==> src/aite_pkg.sv <==
// Package of constants and carrier types for the analog input trigger and expansion control
package aite_pkg;
   // ****************************************
   // Widths and sizes
   // ****************************************
   localparam int CHAN_W = 9;
   localparam int EXP_W = 5;
   localparam int DAC_W = 16;
   localparam int MAX_UNITS = 8;
   localparam int LINES_PER_UNIT = 64;
   localparam int MAX_LINES = MAX_UNITS * LINES_PER_UNIT;
   // ****************************************
   // Power-on codes and timing
   // ****************************************
   localparam logic [DAC_W-1:0] DAC_BIPOLAR_ZERO = 16'h8000;
   localparam logic [DAC_W-1:0] DAC_UNIPOLAR_MID = 16'h8000;
   localparam logic [15:0] SAMPLE_DIV_RST = 16'h0064;
   localparam int CLK_PERIOD_NS = 10;
   // ****************************************
   // Trigger modes, acquisition states and channel carrier
   // ****************************************
   typedef enum logic [1:0] {
      AITE_TRIG_NONE = 2'h0,
      AITE_TRIG_ONESHOT = 2'h1,
      AITE_TRIG_GATED = 2'h2
   } aite_trig_mode_t;
   typedef enum logic [2:0] {
      AITE_IDLE = 3'h1,
      AITE_ARMED = 3'h2,
      AITE_RUN = 3'h4
   } aite_state_t;
   typedef struct packed {
      logic valid;
      logic [CHAN_W-1:0] chan;
   } aite_chan_t;
endpackage

==> src/aite_ctrl.sv <==
// Analog input trigger, expansion select, input clock and DAC power-on control
//
// Functional notes
// - Five channel high bits drive expansion select
// - Select valid one sample before, held through
// - Nine-bit channel addresses 8 units, 512 lines
// - High trigger level means active
// - Triggered start while inactive withholds sampling
// - Sampling starts on first rising trigger edge
// - One-shot or gated per procedure setting
// - No trigger setting ignores trigger pin
// - Unconnected trigger reads active via pull-up
// - Power-on DAC code gives bipolar zero
// - Unipolar DAC power-on code is mid-scale
// - Internal input clock output buffers sample tick
`timescale 1ns/1ps
module aite_ctrl #(
   parameter logic [15:0] SAMPLE_DIV = aite_pkg::SAMPLE_DIV_RST
) (
   input wire logic CLOCK,
   input wire logic RST,
   input wire logic START,
   input wire logic STOP,
   input wire aite_pkg::aite_trig_mode_t HW_TRIGGER_SETTING,
   input wire aite_pkg::aite_chan_t NEXT_CHAN,
   input wire logic EXT_INPUT_TRIGGER,
   input wire logic [1:0] DAC_UNIPOLAR,
   output logic [aite_pkg::EXP_W-1:0] EXP_SEL,
   output logic SAMPLE_STROBE,
   output logic [aite_pkg::CHAN_W-1:0] SAMPLE_CHAN,
   output logic CHAN_TAKEN,
   output logic INT_INPUT_CLOCK_OUT,
   output logic SAMPLING_ACTIVE,
   output logic [aite_pkg::DAC_W-1:0] DAC0_INIT,
   output logic [aite_pkg::DAC_W-1:0] DAC1_INIT
);
   // ****************************************
   // Trigger synchroniser
   // ****************************************
   // The pad carries a pull-up, so an open pin arrives here as one
   logic trig_s1_r, trig_s2_r, trig_d_r;
   always_ff @(posedge CLOCK or posedge RST) begin
      // Reset to the pulled-up idle level so release gives no false rising edge
      if (RST) begin
         trig_s1_r <= 1'b1;
         trig_s2_r <= 1'b1;
         trig_d_r <= 1'b1;
      end else begin
         trig_s1_r <= EXT_INPUT_TRIGGER;
         trig_s2_r <= trig_s1_r;
         trig_d_r <= trig_s2_r;
      end
   end
   logic trig_act, trig_rise;
   assign trig_act = trig_s2_r;
   assign trig_rise = trig_s2_r & ~trig_d_r;
   // ****************************************
   // Sample clock divider
   // ****************************************
   logic [15:0] div_r, div_nxt;
   logic tick;
   always_comb begin
      tick = (div_r == 16'h0000);
      div_nxt = tick ? (SAMPLE_DIV - 16'h0001) : (div_r - 16'h0001);
   end
   always_ff @(posedge CLOCK or posedge RST) begin
      if (RST) div_r <= 16'h0000;
      else div_r <= div_nxt;
   end
   // ****************************************
   // Acquisition state
   // ****************************************
   aite_pkg::aite_state_t st_r, st_nxt;
   aite_pkg::aite_trig_mode_t mode_r, mode_nxt;
   logic run;
   always_comb begin
      st_nxt = st_r;
      mode_nxt = mode_r;
      case (st_r)
         aite_pkg::AITE_IDLE: begin
            if (START) begin
               mode_nxt = HW_TRIGGER_SETTING;
               if (HW_TRIGGER_SETTING == aite_pkg::AITE_TRIG_NONE) begin
                  st_nxt = aite_pkg::AITE_RUN;
               end else if (trig_act) begin
                  st_nxt = aite_pkg::AITE_RUN;
               end else begin
                  st_nxt = aite_pkg::AITE_ARMED;
               end
            end
         end
         aite_pkg::AITE_ARMED: begin
            if (trig_rise) st_nxt = aite_pkg::AITE_RUN;
         end
         aite_pkg::AITE_RUN: begin
            // Gated mode re-arms so a later rising edge resumes sampling
            if (mode_r == aite_pkg::AITE_TRIG_GATED && !trig_act) begin
               st_nxt = aite_pkg::AITE_ARMED;
            end
         end
         default: st_nxt = aite_pkg::AITE_IDLE;
      endcase
      if (STOP) st_nxt = aite_pkg::AITE_IDLE;
   end
   always_ff @(posedge CLOCK or posedge RST) begin
      if (RST) begin
         st_r <= aite_pkg::AITE_IDLE;
         mode_r <= aite_pkg::AITE_TRIG_NONE;
      end else begin
         st_r <= st_nxt;
         mode_r <= mode_nxt;
      end
   end
   assign run = (st_r == aite_pkg::AITE_RUN);
   // ****************************************
   // Channel pipeline
   // ****************************************
   // The channel is latched one tick ahead so its select lines settle a full period early
   aite_pkg::aite_chan_t pend_r, pend_nxt;
   logic [aite_pkg::CHAN_W-1:0] samp_r, samp_nxt;
   logic strobe_nxt, strobe_r, clk_nxt, clk_r;
   always_comb begin
      pend_nxt = pend_r;
      samp_nxt = samp_r;
      strobe_nxt = 1'b0;
      clk_nxt = tick;
      if (!run) begin
         pend_nxt.valid = 1'b0;
      end else if (tick) begin
         if (pend_r.valid) begin
            strobe_nxt = 1'b1;
            samp_nxt = pend_r.chan;
         end
         pend_nxt = NEXT_CHAN;
      end
   end
   always_ff @(posedge CLOCK or posedge RST) begin
      if (RST) begin
         pend_r <= '0;
         samp_r <= '0;
         strobe_r <= 1'b0;
         clk_r <= 1'b0;
      end else begin
         pend_r <= pend_nxt;
         samp_r <= samp_nxt;
         strobe_r <= strobe_nxt;
         clk_r <= clk_nxt;
      end
   end
   assign CHAN_TAKEN = run & tick;
   // Top five bits of nine select one of 32 groups of 16 lines
   assign EXP_SEL = pend_r.valid ? pend_r.chan[aite_pkg::CHAN_W-1 -: aite_pkg::EXP_W]
                                 : samp_r[aite_pkg::CHAN_W-1 -: aite_pkg::EXP_W];
   assign SAMPLE_STROBE = strobe_r;
   assign SAMPLE_CHAN = samp_r;
   assign INT_INPUT_CLOCK_OUT = clk_r;
   assign SAMPLING_ACTIVE = run;
   // ****************************************
   // DAC power-on codes
   // ****************************************
   assign DAC0_INIT = DAC_UNIPOLAR[0] ? aite_pkg::DAC_UNIPOLAR_MID
                                      : aite_pkg::DAC_BIPOLAR_ZERO;
   assign DAC1_INIT = DAC_UNIPOLAR[1] ? aite_pkg::DAC_UNIPOLAR_MID
                                      : aite_pkg::DAC_BIPOLAR_ZERO;
endmodule

==> config.mk <==
export PLATFORM = sky130hd
export DESIGN_NAME = aite_ctrl
export DESIGN_NICKNAME = d
export VERILOG_FILES = /design/src/aite_pkg.sv /design/src/aite_ctrl.sv
export SDC_FILE = /design/constraint.sdc
export NUM_CORES = 1
export LEC_CHECK = 0
export BUFFER_PORTS_ARGS = -buffer_cell sky130_fd_sc_hd__buf_2
export CAP_MARGIN = 40
export CORE_MARGIN = 2
export CORE_UTILIZATION = 35
export DETAILED_ROUTE_END_ITERATION = 10
export GPL_TIMING_DRIVEN = 0
export PLACE_DENSITY = 0.57
export SLEW_MARGIN = 0
export SYNTH_ARGS = -nofsm -noshare
export SYNTH_HDL_FRONTEND = slang
export SYNTH_SLANG_ARGS = --single-unit
export TNS_END_PERCENT = 50
==> constraint.sdc <==
create_clock -name CLOCK -period 5.2 [get_ports CLOCK]
set_clock_uncertainty 0.05 [all_clocks]
set_input_delay 0.52 -clock CLOCK [delete_from_list [all_inputs] [get_ports CLOCK]]
set_output_delay 0.52 -clock CLOCK [all_outputs]
set_load 0.1 [all_outputs]
==> results.py, run 1 <==
metrics = {
    "outcome": {
        "status": "completed",
    },
    "clock_tree": {
        "clockRootBuffer": "clkbuf_8",
        "clock_latency_ns": 0.29,
        "cts_hold_buf": 0,
        "cts_setup_buffers": 0,
        "ctsResizeCount": 0,
        "cts_tree": "yes",
        "cts_buffers": 5,
        "htree_levels": 2,
        "cts_max_path_buffers": 2,
        "cts.clk_slew.worst_paths_ns": 0.08,
        "clock-sinks": 45,
    },
    "critical_path": {
        "critPathRequiredTime_ns": 4.63,
        "critical_path.max_fanout": 6,
        "path_buf_inv": 3,
        "crit_path_end_kind": "primary output",
        "crit_path_frequent_cell": "buf_2",
        "critPathSlowestCell": "nor3b_1",
        "cp_top_family": "simple AND/OR/NAND/NOR gates",
        "crit_arrival_ns": 2.74,
        "cpPeakStageDelay_ns": 0.53,
        "cp-start-kind": "flop",
        "cp_cell_sequence": "inv_1 > ha_1 > nor3b_1 > nand3_2 > or2_0 > buf_2 > nor2_1 > buf_2",
        "crit_type": "reg2out",
    },
    "final_layout": {
        "regArea_mm2": 0.00113,
        "multi_input_area_um2": 938,
        "num_antenna_cells": 0,
        "drive_gt1_share_pct": 42.8,
        "utilization_pct": 44.0,
        "final_nets": 290,
        "fin_cells": 348,
        "design_area_mm2": 0.00276,
        "area_growth_pct": 23.1,
        "fillers": 623,
    },
    "placed_design": {
        "numPortBuffers": 34,
        "placed_cells": 340,
        "post_dp_cell_area_mm2": 0.00264,
        "dpl.hpwl_um": 2740,
        "gp_congestion": 0.754,
    },
    "logic_synthesis": {
        "synth_commonest_cells": "dfrtp_1 (41), buf_4 (32), mux2_2 (25)",
        "syn_avg_cell_area_um2": 11.3,
        "synth_edf_count": 0,
        "synth_cell_types": 40,
        "netlist_instances": 198,
        "synthArstFlopShare_pct": 100,
        "synth_flop_cell": "dfrtp_1",
        "ys_seq_area_share_pct": 50.4,
        "yosys_warnings": 0,
        "synth_top_area_share_pct": 45.7,
        "yosysMostFrequentCell": "dfrtp_1",
        "syn_area_mm2": 0.00224,
        "yosysTopAreaCell": "dfrtp_1",
        "synth_area_leaders": "dfrtp_1 (46%), mux2_2 (13%), buf_4 (11%)",
        "synth_seq_cells": 45,
    },
    "global_routing": {
        "grt_pass1_vias": 1405,
        "grt_max_degree": 36,
        "antenna_found_initial": 0,
        "grt_util_all_layers_pct": 10.6,
        "grt_pass1_wl_um": 6170,
        "overflow": 0,
    },
    "sta": {
        "drv_slew": 0,
        "slew_headroom_pct": 48.8,
        "setup_viol": 0,
        "rsz0062_at_grt": "false",
        "finalCritPeriodShare_pct": 63.7,
        "finalSetupTns_ns": 0,
        "fmax_mhz": 302,
        "worstMarginPinSlew_ns": 0.762,
        "hold_violations": 0,
        "period_minus_slack_ns": 3.31,
    },
    "detailed_routing": {
        "routedWlPerCell_um": 10.5,
        "ant_nets": 0,
        "wl_um": 3640,
        "drt_pass1_iterations": 4,
        "via_per_inst": 4.18,
        "vias": 1453,
        "drt_iter0_markers": 44,
        "drc_errors": 0,
    },
    "die": {
        "ios": 69,
        "die_x_um": 84.1,
        "dieArea_mm2": 0.00707,
        "std_cell_rows": 29,
        "die_y_um": 84.1,
        "core_area_mm2": 0.00628,
        "start_util_pct": 35.8,
    },
    "pwr": {
        "power.density_mw_per_mm2": 285,
        "ir_drop_mv": 0.212,
        "leakage_nw": 1.47,
        "power.total_uw": 787,
    },
    "hold_path": {
        "hold_class": "in2async",
    },
    "job": {
        "maxCapViolations": 0,
    },
}
## power by group
part | total [mW] | leakage, nW | internal (mW) | switching [mW]
sequential | 0.365 | 0.585 | 0.360 | 0.00537
clock | 0.270 | 0.0574 | 0.156 | 0.114
combinational | 0.151 | 0.829 | 0.0323 | 0.119
## metrics by stage
step	setup WS, ns	hold slack (ns)
5_1_grt	1.68	0.100
4_1_cts	1.80	0.0857
3_5_place_dp	2.14	0.299
3_3_place_gp	2.16	0.296
6_report	1.89	0.0916
2_1_floorplan	1.74	0.295
## cells by family after synthesis
logic type                 Yosys count  share of synthesized area [%]
AOI/OAI and AO/OA                   12                           3.23
xor gates and xnor gates            11                           4.29
adders and majority gates            1                          0.557
buffers and inverters               42                           12.8
DFF                                 45                           50.4
muxes                               26                           13.0
other                                2                          0.335
and+or+nand+nor                     59                           15.4
## layer usage
layer,part of all wire [%],vias to the layer above,GRT usage [%]
li1,-,742,-
met1,46,666,13.6
met2,46,43,17.2
met3,7.5,2,4.06
met4,0.74,0,2.20
met5,0,-,0
## area by class of cell
cell class	count	area share, %
buffer	35	9.46
clock buffer	6	2.99
clock inverter	2	1.36
inverter	7	0.951
multi-input combinational	141	34.0
sequential	45	40.9
tap	77	3.49
timing repair buffer	35	6.88
## worst register-to-register path: stages, from the launching register on
cell,delay (ns)
dfrtp_1,0.40
inv_1,0.06
ha_1,0.20
nor3b_1,0.53
nand3_2,0.28
nor3_4,0.53
mux2_2,0.40
## state kept, by name (all words and copies together) (netlist names), 2 cells and up
name         cells
SAMPLE_CHAN      9
mode_r           2
div_r           16
pend_r          10
st_r             3
## path summary, 6_finish.rpt
path                                          start               endpoint  slack [ns]  cells past startpoint
worst max-delay path             div_r[0]$_DFF_PP0_             CHAN_TAKEN        1.89                      8
worst min-delay path                            RST  pend_r[0]$_DFFE_PP0P_        0.09                      2
worst max register to register   div_r[0]$_DFF_PP0_  pend_r[8]$_DFFE_PP0P_        2.64                      6
worst min register to register  trig_s1_r$_DFF_PP1_     trig_act$_DFF_PP1_        0.31                      0
max in group asynchronous                       RST    st_r[0]$_DFFE_PP1P_        4.49                      3
min in group CLOCK                EXT_INPUT_TRIGGER    trig_s1_r$_DFF_PP1_        0.27                      1
## cell usage in the layout, fill, tap and decap left out, types with 2 or more instances in the layout
| cell | n |
|---|---|
| a21oi_1 | 3 |
| buf_2 | 35 |
| buf_4 | 32 |
| clkbuf_8 | 6 |
| conb_1 | 32 |
| dfrtp_1 | 41 |
| dfstp_2 | 4 |
| inv_1 | 5 |
| inv_2 | 2 |
| mux2_2 | 25 |
| nand2_1 | 8 |
| nand2b_1 | 3 |
| nand3_1 | 2 |
| nand3b_1 | 4 |
| nand4_1 | 3 |
| nor2_1 | 17 |
| nor3_1 | 5 |
| nor3_4 | 2 |
| nor3b_1 | 2 |
| nor4_1 | 2 |
| o21ai_0 | 3 |
| o21bai_1 | 3 |
| or3_4 | 2 |
| xnor2_1 | 4 |
| xor2_1 | 7 |
Power figures use the tool's default switching activity.
==> run 2, diff against run 1 <==
==> constraint.sdc (replaced) <==
create_clock -name CLOCK -period 3.2 [get_ports CLOCK]
set_clock_uncertainty 0.05 [all_clocks]
set_input_delay 0.32 -clock CLOCK [delete_from_list [all_inputs] [get_ports CLOCK]]
set_output_delay 0.32 -clock CLOCK [all_outputs]
set_load 0.1 [all_outputs]
==> results.py, run 2 (synthesized netlist as in run 1, its figures left out) <==
metrics = {
    "critical_path": {
        "cp_cell_sequence": "nor3_1 > nand3_2 > or2_0 > buf_2 > nor2_2 > buf_2",
        "critical_path.max_fanout": 6,
        "crit_path_frequent_cell": "buf_2",
        "critPathSlowestCell": "nor3_1",
        "cp-start-kind": "flop",
        "crit_type": "reg2out",
        "critPathRequiredTime_ns": 2.83,
        "crit_path_end_kind": "primary output",
        "crit_arrival_ns": 2.54,
        "cpPeakStageDelay_ns": 0.60,
    },
    "detailed_routing": {
        "drt_pass1_iterations": 4,
        "vias": 1466,
        "routedWlPerCell_um": 10.7,
        "drt_iter0_markers": 50,
        "drc_errors": 0,
        "via_per_inst": 4.20,
        "ant_nets": 0,
        "wl_um": 3750,
    },
    "global_routing": {
        "grt_pass1_vias": 1385,
        "grt_max_degree": 27,
        "grt_util_all_layers_pct": 11.1,
        "antenna_found_initial": 0,
        "overflow": 0,
        "grt_pass1_wl_um": 6360,
    },
    "sta": {
        "fmax_mhz": 344,
        "slew_headroom_pct": 49.2,
        "finalCritPeriodShare_pct": 90.9,
        "fin_ws_ns": 0.291,
        "worstMarginPinSlew_ns": 0.756,
        "rsz0062_at_grt": "false",
        "setup_viol": 0,
        "finalSetupTns_ns": 0,
        "hold_violations": 0,
        "drv_slew": 0,
        "period_minus_slack_ns": 2.91,
    },
    "die": {
        "die_x_um": 84.1,
        "start_util_pct": 35.8,
        "die_y_um": 84.1,
        "std_cell_rows": 29,
        "dieArea_mm2": 0.00707,
        "core_area_mm2": 0.00628,
        "ios": 69,
    },
    "final_layout": {
        "area_growth_pct": 23.9,
        "largest_register_ffs": 16,
        "fillers": 620,
        "design_area_mm2": 0.00278,
        "drive_gt1_share_pct": 43.4,
        "regMostFlops": "div_r",
        "mostFrequentLayoutCells": "dfrtp_1 (41), buf_2 (35), buf_4 (32), conb_1 (32), mux2_2 (25)",
        "final_common_cell": "dfrtp_1",
        "final_nets": 291,
        "num_antenna_cells": 0,
        "fin_cells": 349,
    },
    "clock_tree": {
        "clockRootBuffer": "clkbuf_8",
        "clock-sinks": 45,
        "clock_latency_ns": 0.29,
        "cts_tree": "yes",
        "cts_max_path_buffers": 2,
        "cts_buffers": 5,
        "cts.clk_slew.worst_paths_ns": 0.08,
        "htree_levels": 2,
        "cts_setup_buffers": 0,
    },
    "placed_design": {
        "numPortBuffers": 34,
        "gp_congestion": 0.756,
        "dpl.hpwl_um": 2860,
        "post_dp_cell_area_mm2": 0.00265,
        "placed_cells": 340,
        "detailedPlace.worstSlack_ns": 0.425,
    },
    "pwr": {
        "power.total_mw": 1.28,
        "leakage_nw": 1.48,
        "ir_drop_mv": 0.273,
        "power.density_mw_per_mm2": 461,
    },
    "hold_path": {
        "hold_class": "in2reg",
    },
    "job": {
        "maxCapViolations": 0,
    },
    "outcome": {
        "status": "completed",
    },
}
[run 2: changes by cell type in the layout (fill, tap and decap cells not counted), sizes merged]
cell	delta
dlygate4sd3	+1
[run 2: worst max-delay path, delay by kind of cell, from the launching register on]
family	cells	cell delay [ns]
flops	1	0.43
buf+inv	2	0.58
simple gates	4	1.24
[run 2: through the flow]
stage,hold WS (ns),util (%)
after floorplan,0.274,-
after global routing,0.0467,44.3
after global placement,0.296,41.8
final,0.0728,44.3
after CTS,0.0567,44.2
after detailed placement,0.292,42.2
[run 2: where the power goes]
group | internal, mW | switching, mW | total [mW]
combinational | 0.0532 | 0.194 | 0.247
sequential | 0.585 | 0.00876 | 0.593
clock | 0.254 | 0.187 | 0.441
total | 0.892 | 0.390 | 1.28
[run 2: path summary, 6_finish.rpt]
kind	cells after the start	to	from	slack, ns
worst max-delay path	6	CHAN_TAKEN	div_r[4]$_DFF_PP0_	0.29
worst min-delay path	1	trig_s1_r$_DFF_PP1_	EXT_INPUT_TRIGGER	0.07
worst max register to register	4	SAMPLE_CHAN[8]$_DFFE_PP0P_	div_r[4]$_DFF_PP0_	0.80
worst min register to register	0	trig_act$_DFF_PP1_	trig_s1_r$_DFF_PP1_	0.31
max in group asynchronous	4	st_r[0]$_DFFE_PP1P_	RST	2.03
min in group asynchronous	3	SAMPLE_CHAN[3]$_DFFE_PP0P_	RST	0.51
[run 2: layout make-up]
| cell class | instances | area [um2] | share of cell area (%) |
|---|---|---|---|
| buffer | 35 | 262 | 9.40 |
| clock buffer | 6 | 82.6 | 2.97 |
| clock inverter | 2 | 37.5 | 1.35 |
| inverter | 7 | 26.3 | 0.945 |
| multi-input combinational | 141 | 946 | 34.0 |
| sequential | 45 | 1130 | 40.7 |
| tap | 77 | 96.3 | 3.46 |
| timing repair buffer | 36 | 200 | 7.20 |
[run 2: metal layers]
| layer | vias to the layer above | GRT usage [%] | share of wire [%] |
|---|---|---|---|
| li1 | 745 | - | - |
| met1 | 676 | 13.2 | 43 |
| met2 | 43 | 18.4 | 48 |
| met3 | 2 | 4.65 | 8.7 |
| met4 | 0 | 3.52 | 0.40 |
| met5 | - | 0 | 0 |
[run 2: repair_timing]
action | CTS | global route
hold buffers | 1 | 0
hold endpoints to repair | 18 | 0
endpoints found under the setup margin | 0 | 1
resized for setup | 0 | 1
